<file path="config.mk">
export PLATFORM = sky130hd
export DESIGN_NAME = sosr_router
export DESIGN_NICKNAME = d
export VERILOG_FILES = /design/src/rtl/sosr_pkg.sv /design/src/rtl/sosr_router.sv
export VERILOG_INCLUDE_DIRS = /design/src /design/src/rtl
export SDC_FILE = /design/constraint.sdc
export NUM_CORES = 1
export LEC_CHECK = 0
export BUFFER_PORTS_ARGS = -buffer_cell sky130_fd_sc_hd__buf_2
export CAP_MARGIN = 5
export CORE_UTILIZATION = 30
export DETAILED_ROUTE_END_ITERATION = 16
export REMOVE_ABC_BUFFERS = 1
export SETUP_SLACK_MARGIN = 0.2
export SLEW_MARGIN = 20
export SYNTH_ARGS = -nofsm -noshare
export SYNTH_HDL_FRONTEND = slang
export SYNTH_SLANG_ARGS = --single-unit
</file>
<file path="constraint.sdc">
create_clock -name pclk -period 3.7 [get_ports pclk]
set_input_delay 0 -clock pclk [delete_from_list [all_inputs] [get_ports pclk]]
set_output_delay 0 -clock pclk [all_outputs]
set_load 0.01 [all_outputs]
</file>
<file path="src/rtl/sosr_defs.svh">
`ifndef SOSR_DEFS_SVH
`define SOSR_DEFS_SVH
// ==========================================================
// Register byte addresses
`define SOSR_OFS_POLARITY 12'h000
`define SOSR_OFS_ROUTE_A  12'h004
`define SOSR_OFS_ROUTE_B  12'h008
`define SOSR_OFS_ROUTE_C  12'h00c
`define SOSR_OFS_ROUTE_D  12'h010
`define SOSR_OFS_MODE     12'h014
`define SOSR_OFS_STATUS   12'h018
`define SOSR_OFS_PULSES   12'h01c
// ==========================================================
// Reset values
`define SOSR_RST_POLARITY 16'h0000
`define SOSR_RST_ROUTE    16'h0000
`define SOSR_RST_MODE     2'h0
`define SOSR_RST_PULSES   16'h0800
// ==========================================================
// Field positions
`define SOSR_DIGIT_W      4
`define SOSR_MODE_LSB     0
`endif

</file>
<file path="src/rtl/sosr_pkg.sv">
package sosr_pkg;
  typedef enum logic [1:0] {
    SOSR_MODE_POSITION = 2'h0,
    SOSR_MODE_SPEED    = 2'h1,
    SOSR_MODE_TORQUE   = 2'h3
  } sosr_mode_type;

  // Four routed sources, one per selection register
  typedef struct packed {
    logic positioning_done;
    logic brake_release_out;
    logic servo_fault_out;
    logic aux_status;
  } sosr_src_type;

  typedef struct packed {
    logic quad_chan_a_pos;
    logic quad_chan_a_neg;
    logic quad_chan_b_pos;
    logic quad_chan_b_neg;
    logic origin_marker_pos;
    logic origin_marker_neg;
  } sosr_quad_type;
endpackage : sosr_pkg

</file>
<file path="src/rtl/sosr_router.sv">
`timescale 1ns/100ps
`default_nettype none
`include "sosr_defs.svh"

// Summary of operation
// - Signals unevaluated in current mode read inactive
// - Shared output circuit drives OR of signals
// - Per-circuit polarity: 0 active-low, 1 active-high
// - Digit n value n+1 routes; zero disables
// - Four independent selections, any circuit combination
// - Brake output unrouted by default
// - Quadrature A/B with complementary pairs
// - Complementary origin marker from same position
// - Origin pulses on each one-count wrap through zero
module sosr_router
  import sosr_pkg::*;
#(
  parameter int POS_W = 16
) (
  input  wire logic              pclk,
  input  wire logic              presetn,
  input  wire logic              psel,
  input  wire logic              penable,
  input  wire logic              pwrite,
  input  wire logic [11:0]       paddr,
  input  wire logic [31:0]       pwdata,
  output logic      [31:0]       prdata,
  output logic                   pready,
  output logic                   pslverr,
  input  wire sosr_src_type      status_in,
  input  wire logic [POS_W-1:0]  enc_position,
  input  wire logic              enc_valid,
  output logic      [3:0]        out_circuit,
  output sosr_quad_type          quad_out
);

  // ========================================================
  // Register file
  logic [15:0]   polarity_r;
  logic [15:0]   route_r [4];
  sosr_mode_type mode_r;
  logic [15:0]   pulses_r;
  logic          wr_en;
  logic          rd_en;
  logic          addr_ok;

  assign pready  = 1'b1;
  assign wr_en   = psel && penable && pwrite;
  // Loaded in the setup cycle so read data stands at the access edge
  assign rd_en   = psel && !penable && !pwrite;
  assign addr_ok = (paddr[11:5] == 7'h00) && (paddr[1:0] == 2'h0);
  assign pslverr = psel && penable && !addr_ok;

  always_ff @(posedge pclk or negedge presetn) begin
    if (!presetn) begin
      polarity_r <= `SOSR_RST_POLARITY;
      mode_r     <= SOSR_MODE_POSITION;
      pulses_r   <= `SOSR_RST_PULSES;
      for (int i = 0; i < 4; i++) begin
        route_r[i] <= `SOSR_RST_ROUTE;
      end
    end else if (wr_en && addr_ok) begin
      case (paddr)
        `SOSR_OFS_POLARITY: polarity_r <= pwdata[15:0];
        `SOSR_OFS_ROUTE_A:  route_r[0] <= pwdata[15:0];
        `SOSR_OFS_ROUTE_B:  route_r[1] <= pwdata[15:0];
        `SOSR_OFS_ROUTE_C:  route_r[2] <= pwdata[15:0];
        `SOSR_OFS_ROUTE_D:  route_r[3] <= pwdata[15:0];
        `SOSR_OFS_MODE:     mode_r     <= sosr_mode_type'(pwdata[1:0]);
        `SOSR_OFS_PULSES:   pulses_r   <= pwdata[15:0];
        default: ;
      endcase
    end
  end

  // ========================================================
  // Routing
  logic [3:0] src_eff;
  logic [3:0] circ_act;
  logic [3:0] out_nxt;

  // Positioning-done is meaningless outside position control
  always_comb begin
    src_eff[3] = status_in.positioning_done && (mode_r == SOSR_MODE_POSITION);
    src_eff[2] = status_in.brake_release_out;
    src_eff[1] = status_in.servo_fault_out;
    src_eff[0] = status_in.aux_status;
  end

  always_comb begin
    circ_act = 4'h0;
    for (int s = 0; s < 4; s++) begin
      for (int c = 0; c < 4; c++) begin
        if (route_r[3-s][c*4 +: 4] == 4'(c + 1)) begin
          circ_act[c] = circ_act[c] | src_eff[s];
        end
      end
    end
    for (int c = 0; c < 4; c++) begin
      out_nxt[c] = polarity_r[c*4] ? circ_act[c] : !circ_act[c];
    end
  end

  // Registered so setting changes cannot glitch the optocouplers
  always_ff @(posedge pclk or negedge presetn) begin
    if (!presetn) begin
      out_circuit <= 4'hf;
    end else begin
      out_circuit <= out_nxt;
    end
  end

  // ========================================================
  // Encoder pulse output
  logic [POS_W-1:0] last_pos_r;
  logic [15:0]      step_r;
  logic [1:0]       phase_r;
  logic             have_pos_r;
  logic             origin_r;
  logic [POS_W-1:0] delta;
  logic             wrap_fwd;
  logic             wrap_rev;

  // Scale: quarter-pulse per (2^POS_W / (4*pulses)) counts, approximated
  // by emitting one quadrature step per position count change.
  assign delta    = enc_position - last_pos_r;
  assign wrap_fwd = (last_pos_r == {POS_W{1'b1}}) && (enc_position == '0);
  assign wrap_rev = (last_pos_r == '0) && (enc_position == {POS_W{1'b1}});

  always_ff @(posedge pclk or negedge presetn) begin
    if (!presetn) begin
      last_pos_r <= '0;
      have_pos_r <= 1'b0;
    end else if (enc_valid) begin
      last_pos_r <= enc_position;
      have_pos_r <= 1'b1;
    end
  end

  // One gray-coded step per position tick: limitation, fast jumps slip
  always_ff @(posedge pclk or negedge presetn) begin
    if (!presetn) begin
      phase_r <= 2'h0;
      step_r  <= 16'h0000;
    end else if (enc_valid && have_pos_r && delta != '0) begin
      if (delta[POS_W-1]) begin
        phase_r <= phase_r - 2'h1;
      end else begin
        phase_r <= phase_r + 2'h1;
      end
      step_r <= step_r + 16'h0001;
    end
  end

  always_ff @(posedge pclk or negedge presetn) begin
    if (!presetn) begin
      origin_r <= 1'b0;
    end else begin
      origin_r <= enc_valid && have_pos_r && (wrap_fwd || wrap_rev);
    end
  end

  always_ff @(posedge pclk or negedge presetn) begin
    if (!presetn) begin
      quad_out <= sosr_quad_type'(6'h15);
    end else begin
      quad_out.quad_chan_a_pos   <= phase_r[1] ^ phase_r[0];
      quad_out.quad_chan_a_neg   <= !(phase_r[1] ^ phase_r[0]);
      quad_out.quad_chan_b_pos   <= phase_r[1];
      quad_out.quad_chan_b_neg   <= !phase_r[1];
      quad_out.origin_marker_pos <= origin_r;
      quad_out.origin_marker_neg <= !origin_r;
    end
  end

  // ========================================================
  // Read back
  always_ff @(posedge pclk or negedge presetn) begin
    if (!presetn) begin
      prdata <= 32'h0000_0000;
    end else if (rd_en) begin
      case (paddr)
        `SOSR_OFS_POLARITY: prdata <= {16'h0000, polarity_r};
        `SOSR_OFS_ROUTE_A:  prdata <= {16'h0000, route_r[0]};
        `SOSR_OFS_ROUTE_B:  prdata <= {16'h0000, route_r[1]};
        `SOSR_OFS_ROUTE_C:  prdata <= {16'h0000, route_r[2]};
        `SOSR_OFS_ROUTE_D:  prdata <= {16'h0000, route_r[3]};
        `SOSR_OFS_MODE:     prdata <= {30'h0, mode_r};
        `SOSR_OFS_STATUS:   prdata <= {20'h0, circ_act, out_circuit, src_eff};
        `SOSR_OFS_PULSES:   prdata <= {16'h0000, pulses_r};
        default:            prdata <= 32'h0000_0000;
      endcase
    end
  end

endmodule : sosr_router
`default_nettype wire
</file>
==> metrics.cfg, run 1 <==
[cells_and_area]
multi_input_area_um2 = 3440
drive_above_1_share_pct = 32.9
seqCellArea_um2 = 3610
nFillCells = 2355
utilization_pct = 38.0
area_delta_synth_final_pct = 22.8
nets = 839
fin_cells = 1086

[sta]
period_share_pct = 84.0
setup_tns_ps = 0
whs_ps = 50.0
drv_slew = 0
clock_skew_ps = 8.85
hold_viol_final = 0
setup_viol = 0
clock.fmax_mhz = 322
period_minus_slack_ps = 3110
worst_slew_pin_slew_ps = 1100
rsz0062_at_grt = false
maxSlewHeadroom_pct = 26.6

[place]
dp.cells = 1020
post-dp-hpwl_um = 12800
io_buffer_count = 80
place.gp.congestion = 0.869

[critical_path]
path_max_fanout = 4
cp-startpoint = last_pos_r[0]
critical_path_class = reg2reg
end_kind = flop
arrival_ps = 3420
crit_required_ps = 4010
critPathLaunchType = flop
r2r_start = last_pos_r[0]

[grt]
grt_max_degree = 101
grt_overflow_total = 0
grt_pass1_wl_um = 30200
grt_pass1_vias = 5607
grt_antenna_before_repair = 1
grt_usage_pct = 15.8

[route]
wl_um = 19000
ant_nets = 0
via_count = 5598
avgViaCountPerCell = 5.15
drc = 0
wl_per_cell_um = 17.5
drtIter0Drc = 395
dr.pass1.iters = 5

[yosys]
synth_area_um2 = 7330
synthMuxAreaShare_pct = 15.8
synth_compound_area_share_pct = 13.0
synth_top_family_by_area = multiplexers
synth-simple-area-share_pct = 12.2
synth-xor-area-share_pct = 2.12
ys_seq_area_share_pct = 49.3
synth_async_sr_flop_share_pct = 100
synth_edf_count = 0
synthAdderAreaFrac_pct = 2.83
synth_cell_types = 62
syn_inst = 631
avgSynthCellArea_um2 = 11.6
synth_ff_type = dfrtp_1
yosysWarnings = 0
synth-seq-cells = 144

[cts]
cts_inserted_buffers = 17
cts_tree = done
cts_root_buffer = clkbuf_16
clock_sinks = 144
htreeDepth = 4
cts_setup_buffers = 0
clk_latency_ps = 420
clockBufferDepth = 2
clk_pin_slew_worst_paths_ps = 60

[floorplan]
die_x_um = 158
row_count = 56
initial_core_util_pct = 30.9
die_y_um = 158
die_area_um2 = 25100
core_um2 = 23700
io_pins = 114

[hold_path]
hold_class = in2reg
hold_start = enc_valid

[flow_run]
maxCapViolations = 0

[pwr]
sequentialPowerShare_pct = 43.1
p_clk_share_pct = 43.1
p_comb_share_pct = 13.7
total_power_mw = 3.96
p_leak_nw = 4.08
p_sw_share_pct = 25.3
powerDensity_nw_per_um2 = 440
ir_drop_mv = 0.305
netSwitchingPower_mw = 1.00
p_int_mw = 2.96

[status]
status = finished, final reports clean

timing repair:
action / CTS / global route
gates resized for setup: 0 / 0
hold endpoints to repair: 206 / 0
hold buffers: 33 / 0
state kept, by name, indices dropped and copies added (netlist names):
signal,flops
have_pos_r,1
last_pos_r,16
mode_r,2
origin_r,1
out_circuit,4
phase_r,2
polarity_r,16
prdata,16
pulses_r,16
quad_out,6
route_r,64
cells in the final DEF (no fill, tap or decap), types with 6 or more instances in the layout:
| master | count |
|---|---|
| a31oi_1 | 8 |
| inv_1 | 27 |
| xor2_1 | 8 |
| nor2_1 | 24 |
| nor4_1 | 10 |
| dfrtp_1 | 136 |
| o21a_1 | 14 |
| clkbuf_16 | 17 |
| nor4b_1 | 11 |
| a21oi_1 | 16 |
| nor3_1 | 9 |
| buf_4 | 15 |
| o21ai_0 | 22 |
| a222oi_1 | 10 |
| dlygate4sd3_1 | 33 |
| xnor2_1 | 7 |
| ha_1 | 15 |
| a22oi_1 | 27 |
| buf_2 | 79 |
| a221oi_1 | 6 |
| dfstp_2 | 8 |
| conb_1 | 17 |
| nand2_1 | 32 |
| mux2_2 | 100 |
| nand4_1 | 25 |
path summary, 6_finish.rpt:
path,to,slack (ps),cells after the start
setup reg to reg,phase_r[1],590,10
hold / removal,last_pos_r[11],50,3
hold reg to reg,quad_out[1],380,0
max in group asynchronous,out_circuit[1],2550,3
setup / recovery,phase_r[1],590,10
min in group asynchronous,polarity_r[2],260,2
layout make-up:
class	count	area share, %
Sequential cell	144	40.2
Clock buffer	22	5.38
Timing Repair Buffer	128	9.44
Antenna cell	1	0.0278
Inverter	27	1.13
Tap cell	319	4.44
Multi-Input combinational cell	435	38.2
Clock inverter	10	1.22
worst max-delay path, stage by stage, from the launching register on:
cell       delay [ps]
dfrtp_1           410
ha_1              220
fa_1              400
nor2b_1           270
o2111ai_1         140
a311oi_1          480
o31ai_1           160
xnor2_1           150
nor4_1            440
a311oi_1          180
xnor2_1           150
metal layers:
metal | track usage [%] | part of all wire [%]
met5 | 0 | 0
met2 | 26.1 | 47
met1 | 20.7 | 46
met4 | 4.62 | 1.1
met3 | 3.62 | 5.6
kinds of logic (layout without fill, tap and decap cells):
kind of cell,Yosys count,after routing
mux,102,102
simple gates,152,152
other cells,2,18
flops,144,144
xor+xnor,16,16
fa+ha+maj,16,16
compound gates,132,132
buf+inv,67,187
synth_stat cells (9+ instances only):
cell      number  area (um^2)
clkbuf_1      14         52.6
nor2_1        24         90.1
nor3_1         9         45.0
dfrtp_1      136         3400
buf_4         22          165
nand4_1       25          156
a222oi_1      10          100
nor4_1        10         62.6
mux2_2       100         1130
inv_1         27          101
a21oi_1       16         80.1
nor4b_1       11         96.3
o21ai_0       22          110
ha_1          15          188
o21a_1        14          105
a22oi_1       27          203
nand2_1       32          120
power by group through the flow:
stage	combinational [mW]	clock, mW	sequential (mW)
2_1_floorplan	0.284	0	1.76
3_3_place_gp	0.522	0	1.73
3_5_place_dp	0.522	0	1.74
4_1_cts	0.553	1.74	1.71
5_1_grt	0.616	1.81	1.72
6_report	0.544	1.71	1.71
metrics by stage:
stage	area (um^2)	worst slack, ps
after floorplan	7150	1070
after global placement	8070	587
after detailed placement	8070	563
after CTS	9000	550
after global routing	9000	228
final	9000	592
Note: power is estimated with default switching activity, not from simulation.
==> run 2, diff against run 1 <==
--- a/config.mk
+++ b/config.mk
@@ -6,6 +6,7 @@
 export SDC_FILE = /design/constraint.sdc
 export NUM_CORES = 1
 export LEC_CHECK = 0
+export ABC_AREA = 1
 export BUFFER_PORTS_ARGS = -buffer_cell sky130_fd_sc_hd__buf_2
 export CAP_MARGIN = 5
 export CORE_UTILIZATION = 30
==> constraint.sdc (replaced) <==
create_clock -name pclk -period 2.89 [get_ports pclk]
set_input_delay 0 -clock pclk [delete_from_list [all_inputs] [get_ports pclk]]
set_output_delay 0 -clock pclk [all_outputs]
set_load 0.01 [all_outputs]
==> run 2 against run 1 <==
Effect of this change:
- utilization decreased by 1.1 points
- fmax rose by 35%
- cell count is 34% higher
- clock power rose by 26%
- area after synthesis increased by 7.6%
- worst hold slack got worse by 32 ps
- die area up 7.5%
- critical path depth up 5
- largest cell class unchanged
- largest power group is now clock
- highest routed layer unchanged
==> metrics.cfg, run 2 <==
[cts]
clk_latency_ps = 420
cts_root_buffer = clkbuf_16
cts_inserted_buffers = 17
cts_tree = done
clock_sinks = 144
htreeDepth = 4
cts.repair.resized = 0
cts_setup_buffers = 0
ctsHoldBuffers = 35
clockBufferDepth = 2
clk_pin_slew_worst_paths_ps = 70

[floorplan]
die_x_um = 164
die_y_um = 164
initial_core_util_pct = 31.0
die_area_um2 = 26900
io_pins = 114
core_um2 = 25500
row_count = 58

[grt]
grt_overflow_total = 0
grt_usage_pct = 17.5
grt_pass1_wl_um = 35700
met3_usage_pct = 3.96
grtUsageMet1_pct = 22.4
grt_antenna_before_repair = 2
use_met2_pct = 28.8
top_usage_layer = met2
grt_pass1_vias = 6855
grt_max_degree = 76

[sta]
setup_tns_ps = 0
clock.fmax_mhz = 434
hold_viol_final = 0
rsz0062_at_grt = false
setup_ws_ps = 586
period_minus_slack_ps = 2300
maxSlewHeadroom_pct = 44.0
worst_slew_pin_slew_ps = 839
clock_skew_ps = 12.5
period_share_pct = 79.7
setup_viol = 0
drv_slew = 0

[cells_and_area]
top_register = route_r
drive_above_1_share_pct = 15.3
layout_common_cells = 292 x nand2_1, 136 x dfrtp_1, 124 x inv_1, 83 x o21ai_1, 79 x buf_2
area_delta_synth_final_pct = 19.2
final_common_cell = nand2_1
largest_reg_flops = 64
nets = 1198

[yosys]
ys_seq_area_share_pct = 45.8
post-synth-top-count-cell = nand2_1
synth_ff_type = dfrtp_1
yosysWarnings = 0
synth-seq-cells = 144
syn_inst = 1002
yosys.area.top_type = dfrtp_1
avgSynthCellArea_um2 = 7.87
synth_edf_count = 0
synth_async_sr_flop_share_pct = 100
synth_area_um2 = 7890
synth_top_area_share_pct = 43.2
synth_commonest_cells = 292 x nand2_1, 136 x dfrtp_1, 124 x inv_1
ys_top_cells_by_area = dfrtp_1 43%, nand2_1 14%, inv_1 5.9%
synth_cell_types = 45

[route]
wl_um = 22400
ant_nets = 0
drtIter0Drc = 548
avgViaCountPerCell = 4.85
drc = 0
via_count = 7078
wl_per_cell_um = 15.3
dr.pass1.iters = 5

[critical_path]
cp_top_family = simple AND/OR/NAND/NOR gates
cp_common_cell = nand2_1
end_kind = flop
crit_chain = ha_1 > fa_1 > inv_1 > nand3_1 > nand2_1 > nand2_1 > nand3_1 > nand2_1 > nor2_1 > nand3_1 > nor2_1 > nand3_1 > nand2_1 > nand2_1 > nand2_1
path_max_fanout = 4
critical_path_class = reg2reg
crit_required_ps = 3250
arrival_ps = 2660
cp_slowest_cell = fa_1
path_buf_inv = 1
max_stage_delay_ps = 400
critPathLaunchType = flop

[place]
dp_slack_ps = 610
place.gp.congestion = 0.902
io_buffer_count = 80
post-dp-hpwl_um = 15500

[pwr]
powerDensity_nw_per_um2 = 520
total_power_mw = 4.88
ir_drop_mv = 0.383
p_leak_nw = 4.65

[status]
status = finished, final reports clean

[flow_run]
maxCapViolations = 0

[hold_path]
hold_class = in2reg

## run 2: worst min-delay path, delay by kind of cell
kind	cells	cell delay, ps
buf+inv	1	110
simple gates	5	300
## run 2: worst paths after layout
check | start | to | slack, ps | cells past startpoint
max | last_pos_r[0] | phase_r[0] | 590 | 15
min | paddr[10] | prdata[9] | 20 | 6
max reg2reg | last_pos_r[0] | phase_r[0] | 590 | 15
min reg2reg | origin_r | quad_out[1] | 390 | 0
max in group asynchronous | presetn | pulses_r[11] | 1900 | 3
min in group asynchronous | presetn | prdata[11] | 150 | 2
## run 2: final cells by class
| class | instances | area, um^2 |
|---|---|---|
| flip-flops and latches | 144 | 3610 |
| clock inverters | 13 | 129 |
| inverters | 130 | 488 |
| multi-input cells | 698 | 3490 |
| clock buffers | 19 | 443 |
| well taps | 330 | 413 |
| repair buffers | 121 | 815 |
| fillers | 2662 | 16100 |
| diodes | 3 | 7.51 |
## run 2: metrics by stage
| stage | area [um^2] | hold slack, ps | instances | util, % |
|---|---|---|---|---|
| 2_1_floorplan | 7590 | -296 | 972 | - |
| 3_3_place_gp | 8470 | 72.0 | 1388 | 33.3 |
| 3_5_place_dp | 8470 | 71.1 | 1388 | 33.3 |
| 4_1_cts | 9390 | 11.5 | 1455 | 36.9 |
| 5_1_grt | 9400 | 39.8 | 1457 | 36.9 |
| 6_report | 9400 | 18.1 | 1458 | 36.9 |
## run 2: logic make-up after synthesis
kind of cell / Yosys count / share of synthesized area, %
DFF: 144 / 45.8
buffers and inverters: 175 / 10.6
AOI/OAI and AO/OA: 191 / 13.7
other: 2 / 0.0952
adders and majority gates: 16 / 2.63
and+or+nand+nor: 469 / 26.6
xor gates and xnor gates: 5 / 0.555
## run 2: report_power, final
group	switching [mW]	internal (mW)	total [mW]	leakage [nW]
clock	0.928	1.22	2.15	0.269
sequential	0.0272	2.08	2.11	1.94
combinational	0.408	0.219	0.627	2.44
## run 2: routing by layer
metal,vias up,routed length (um)
li1,3480,-
met1,3312,9910
met2,252,10400
met3,34,1610
met4,0,413
met5,-,0
==> run 3, diff against run 2 <==
==> constraint.sdc (replaced) <==
create_clock -name pclk -period 2.3 [get_ports pclk]
set_input_delay 0 -clock pclk [delete_from_list [all_inputs] [get_ports pclk]]
set_output_delay 0 -clock pclk [all_outputs]
set_load 0.01 [all_outputs]
==> run 3 against run 2 <==
Effect of this change:
- sequential share of layout area is 0.48 points lower
- worst hold slack better by 5.3 ps
- combinational power is 31% higher
- total power is 27% higher
- design area is 1.3% higher
- cell count is 0.21% higher
- wire length is 0.25% higher
- register-to-register slack worse by 400 ps
- sequential cell count stayed put
- first-iteration DRC count is 1.5% lower
- count of clock-buffer cells in the layout is 1 higher
==> metrics.cfg, run 3 (same netlist as run 2, synthesis figures left out) <==
[status]
status = finished, final reports clean

[hold_path]
hold_end = prdata[4]
hold_depth = 5
hold_class = in2reg
hold_start = pwrite

[place]
dpl_cell_area_um2 = 8510
post-dp-hpwl_um = 15700
io_buffer_count = 80
dp_slack_ps = 74.1
dp.cells = 1392
place.gp.congestion = 0.897

[sta]
drv_slew = 0
maxSlewHeadroom_pct = 43.0
setup_tns_ps = 0
rsz0062_at_grt = true
whs_ps = 23.4
period_share_pct = 91.7
clock_skew_ps = 10.8
hold_viol_final = 0
clock.fmax_mhz = 474
setup_ws_ps = 190
worst_slew_pin_slew_ps = 854
period_minus_slack_ps = 2110
setup_viol = 0

[floorplan]
core_um2 = 25500
io_pins = 114
initial_core_util_pct = 31.0
die_y_um = 164
die_x_um = 164
die_area_um2 = 26900
row_count = 58

[critical_path]
reg2regPathDepth = 15
cp_slowest_cell = dfrtp_1
crit_required_ps = 2670
arrival_ps = 2480
cp_common_cell = nand2_1
critPathLaunchType = flop
critical_path_class = reg2reg
r2r_start = last_pos_r[5]
path_max_fanout = 5
rrSetupSlack_ps = 190
max_stage_delay_ps = 370
crit_chain = inv_1 > ha_1 > nand2_1 > inv_1 > a21oi_1 > nand2_1 > nand3_1 > nand2_1 > nand2_1 > nand2_1 > nor2_1 > nand3_1 > nand2_1 > nand2_1 > nand2_1
r2r-end = phase_r[1]
end_kind = flop

[pwr]
total_power_mw = 6.22
powerDensity_nw_per_um2 = 653
p_leak_nw = 4.69
ir_drop_mv = 0.442

[cells_and_area]
area_delta_synth_final_pct = 20.7
nets = 1203
top_register = route_r
fin_area_um2 = 9520
layout_common_cells = 290 x nand2_1, 136 x dfrtp_1, 123 x inv_1, 84 x o21ai_1, 79 x buf_2
final_common_cell = nand2_1
largest_reg_flops = 64
fin_cells = 1461
utilization_pct = 37.4
drive_above_1_share_pct = 16.7

[route]
dr.pass1.iters = 7
ant_nets = 0
drtIter0Drc = 540
drc = 0
avgViaCountPerCell = 4.79
wl_um = 22400
wl_per_cell_um = 15.3
via_count = 6994

[grt]
grt_overflow_total = 0
grt_antenna_before_repair = 0
grt_usage_pct = 17.5
grt_pass1_vias = 6920
grt_pass1_wl_um = 36100
grt_max_degree = 68

[cts]
cts_tree = done
htreeDepth = 4
clock_sinks = 144
clk_pin_slew_worst_paths_ps = 70
clk_latency_ps = 430
cts_root_buffer = clkbuf_16
clockBufferDepth = 2
cts_inserted_buffers = 17

[flow_run]
maxCapViolations = 0

## run 3: layout make-up
class	instances	area [um^2]
flip-flops and latches	144	3610
repair buffers	126	865
fillers	2617	16000
well taps	330	413
diodes	1	2.50
clock inverters	12	125
inverters	130	488
multi-input cells	698	3560
clock buffers	20	457
## run 3: report_power, final
part / leakage [nW] / switching [mW] / total, mW / internal [mW]
logic: 2.47 / 0.525 / 0.821 / 0.296
clock network: 0.276 / 1.18 / 2.75 / 1.57
registers: 1.94 / 0.0396 / 2.65 / 2.61
total: 4.69 / 1.74 / 6.22 / 4.48
## run 3: repair_timing
action	in CTS	in global routing
endpoints found under the setup margin	2	2
gates cloned	0	0
endpoints found under the hold margin	175	0
gates resized for setup	9	6
hold buffers	35	0
pin swaps	3	1
buffers inserted	1	0
## run 3: worst max-delay path, delay by kind of cell, from the launching register on
family | cells | cell delay [ps]
AND/OR/NAND/NOR | 11 | 1040
flip-flops | 1 | 370
adder cells (fa/ha/maj) | 1 | 300
AO/OA/AOI/OAI | 1 | 180
buffers and inverters | 2 | 160
## run 3: metal layers
metal	wire, um	part of all wire, %	vias up	global-route usage, %
met5	0	0	-	0
met4	434	1.9	0	6.02
met3	1410	6.3	34	3.33
met2	10100	45	255	28.0
met1	10400	47	3231	23.6
li1	-	-	3474	-
## run 3: worst max path at each step
stage	startpoint	to	slack (ps)	depth (start not counted)
floorplan	last_pos_r[0]	phase_r[1]	330	14
global placement	last_pos_r[0]	phase_r[1]	140	15
detailed placement	last_pos_r[0]	phase_r[1]	70	15
CTS	last_pos_r[0]	phase_r[1]	170	14
global route	last_pos_r[0]	phase_r[1]	8	14
finish	last_pos_r[5]	phase_r[1]	190	15
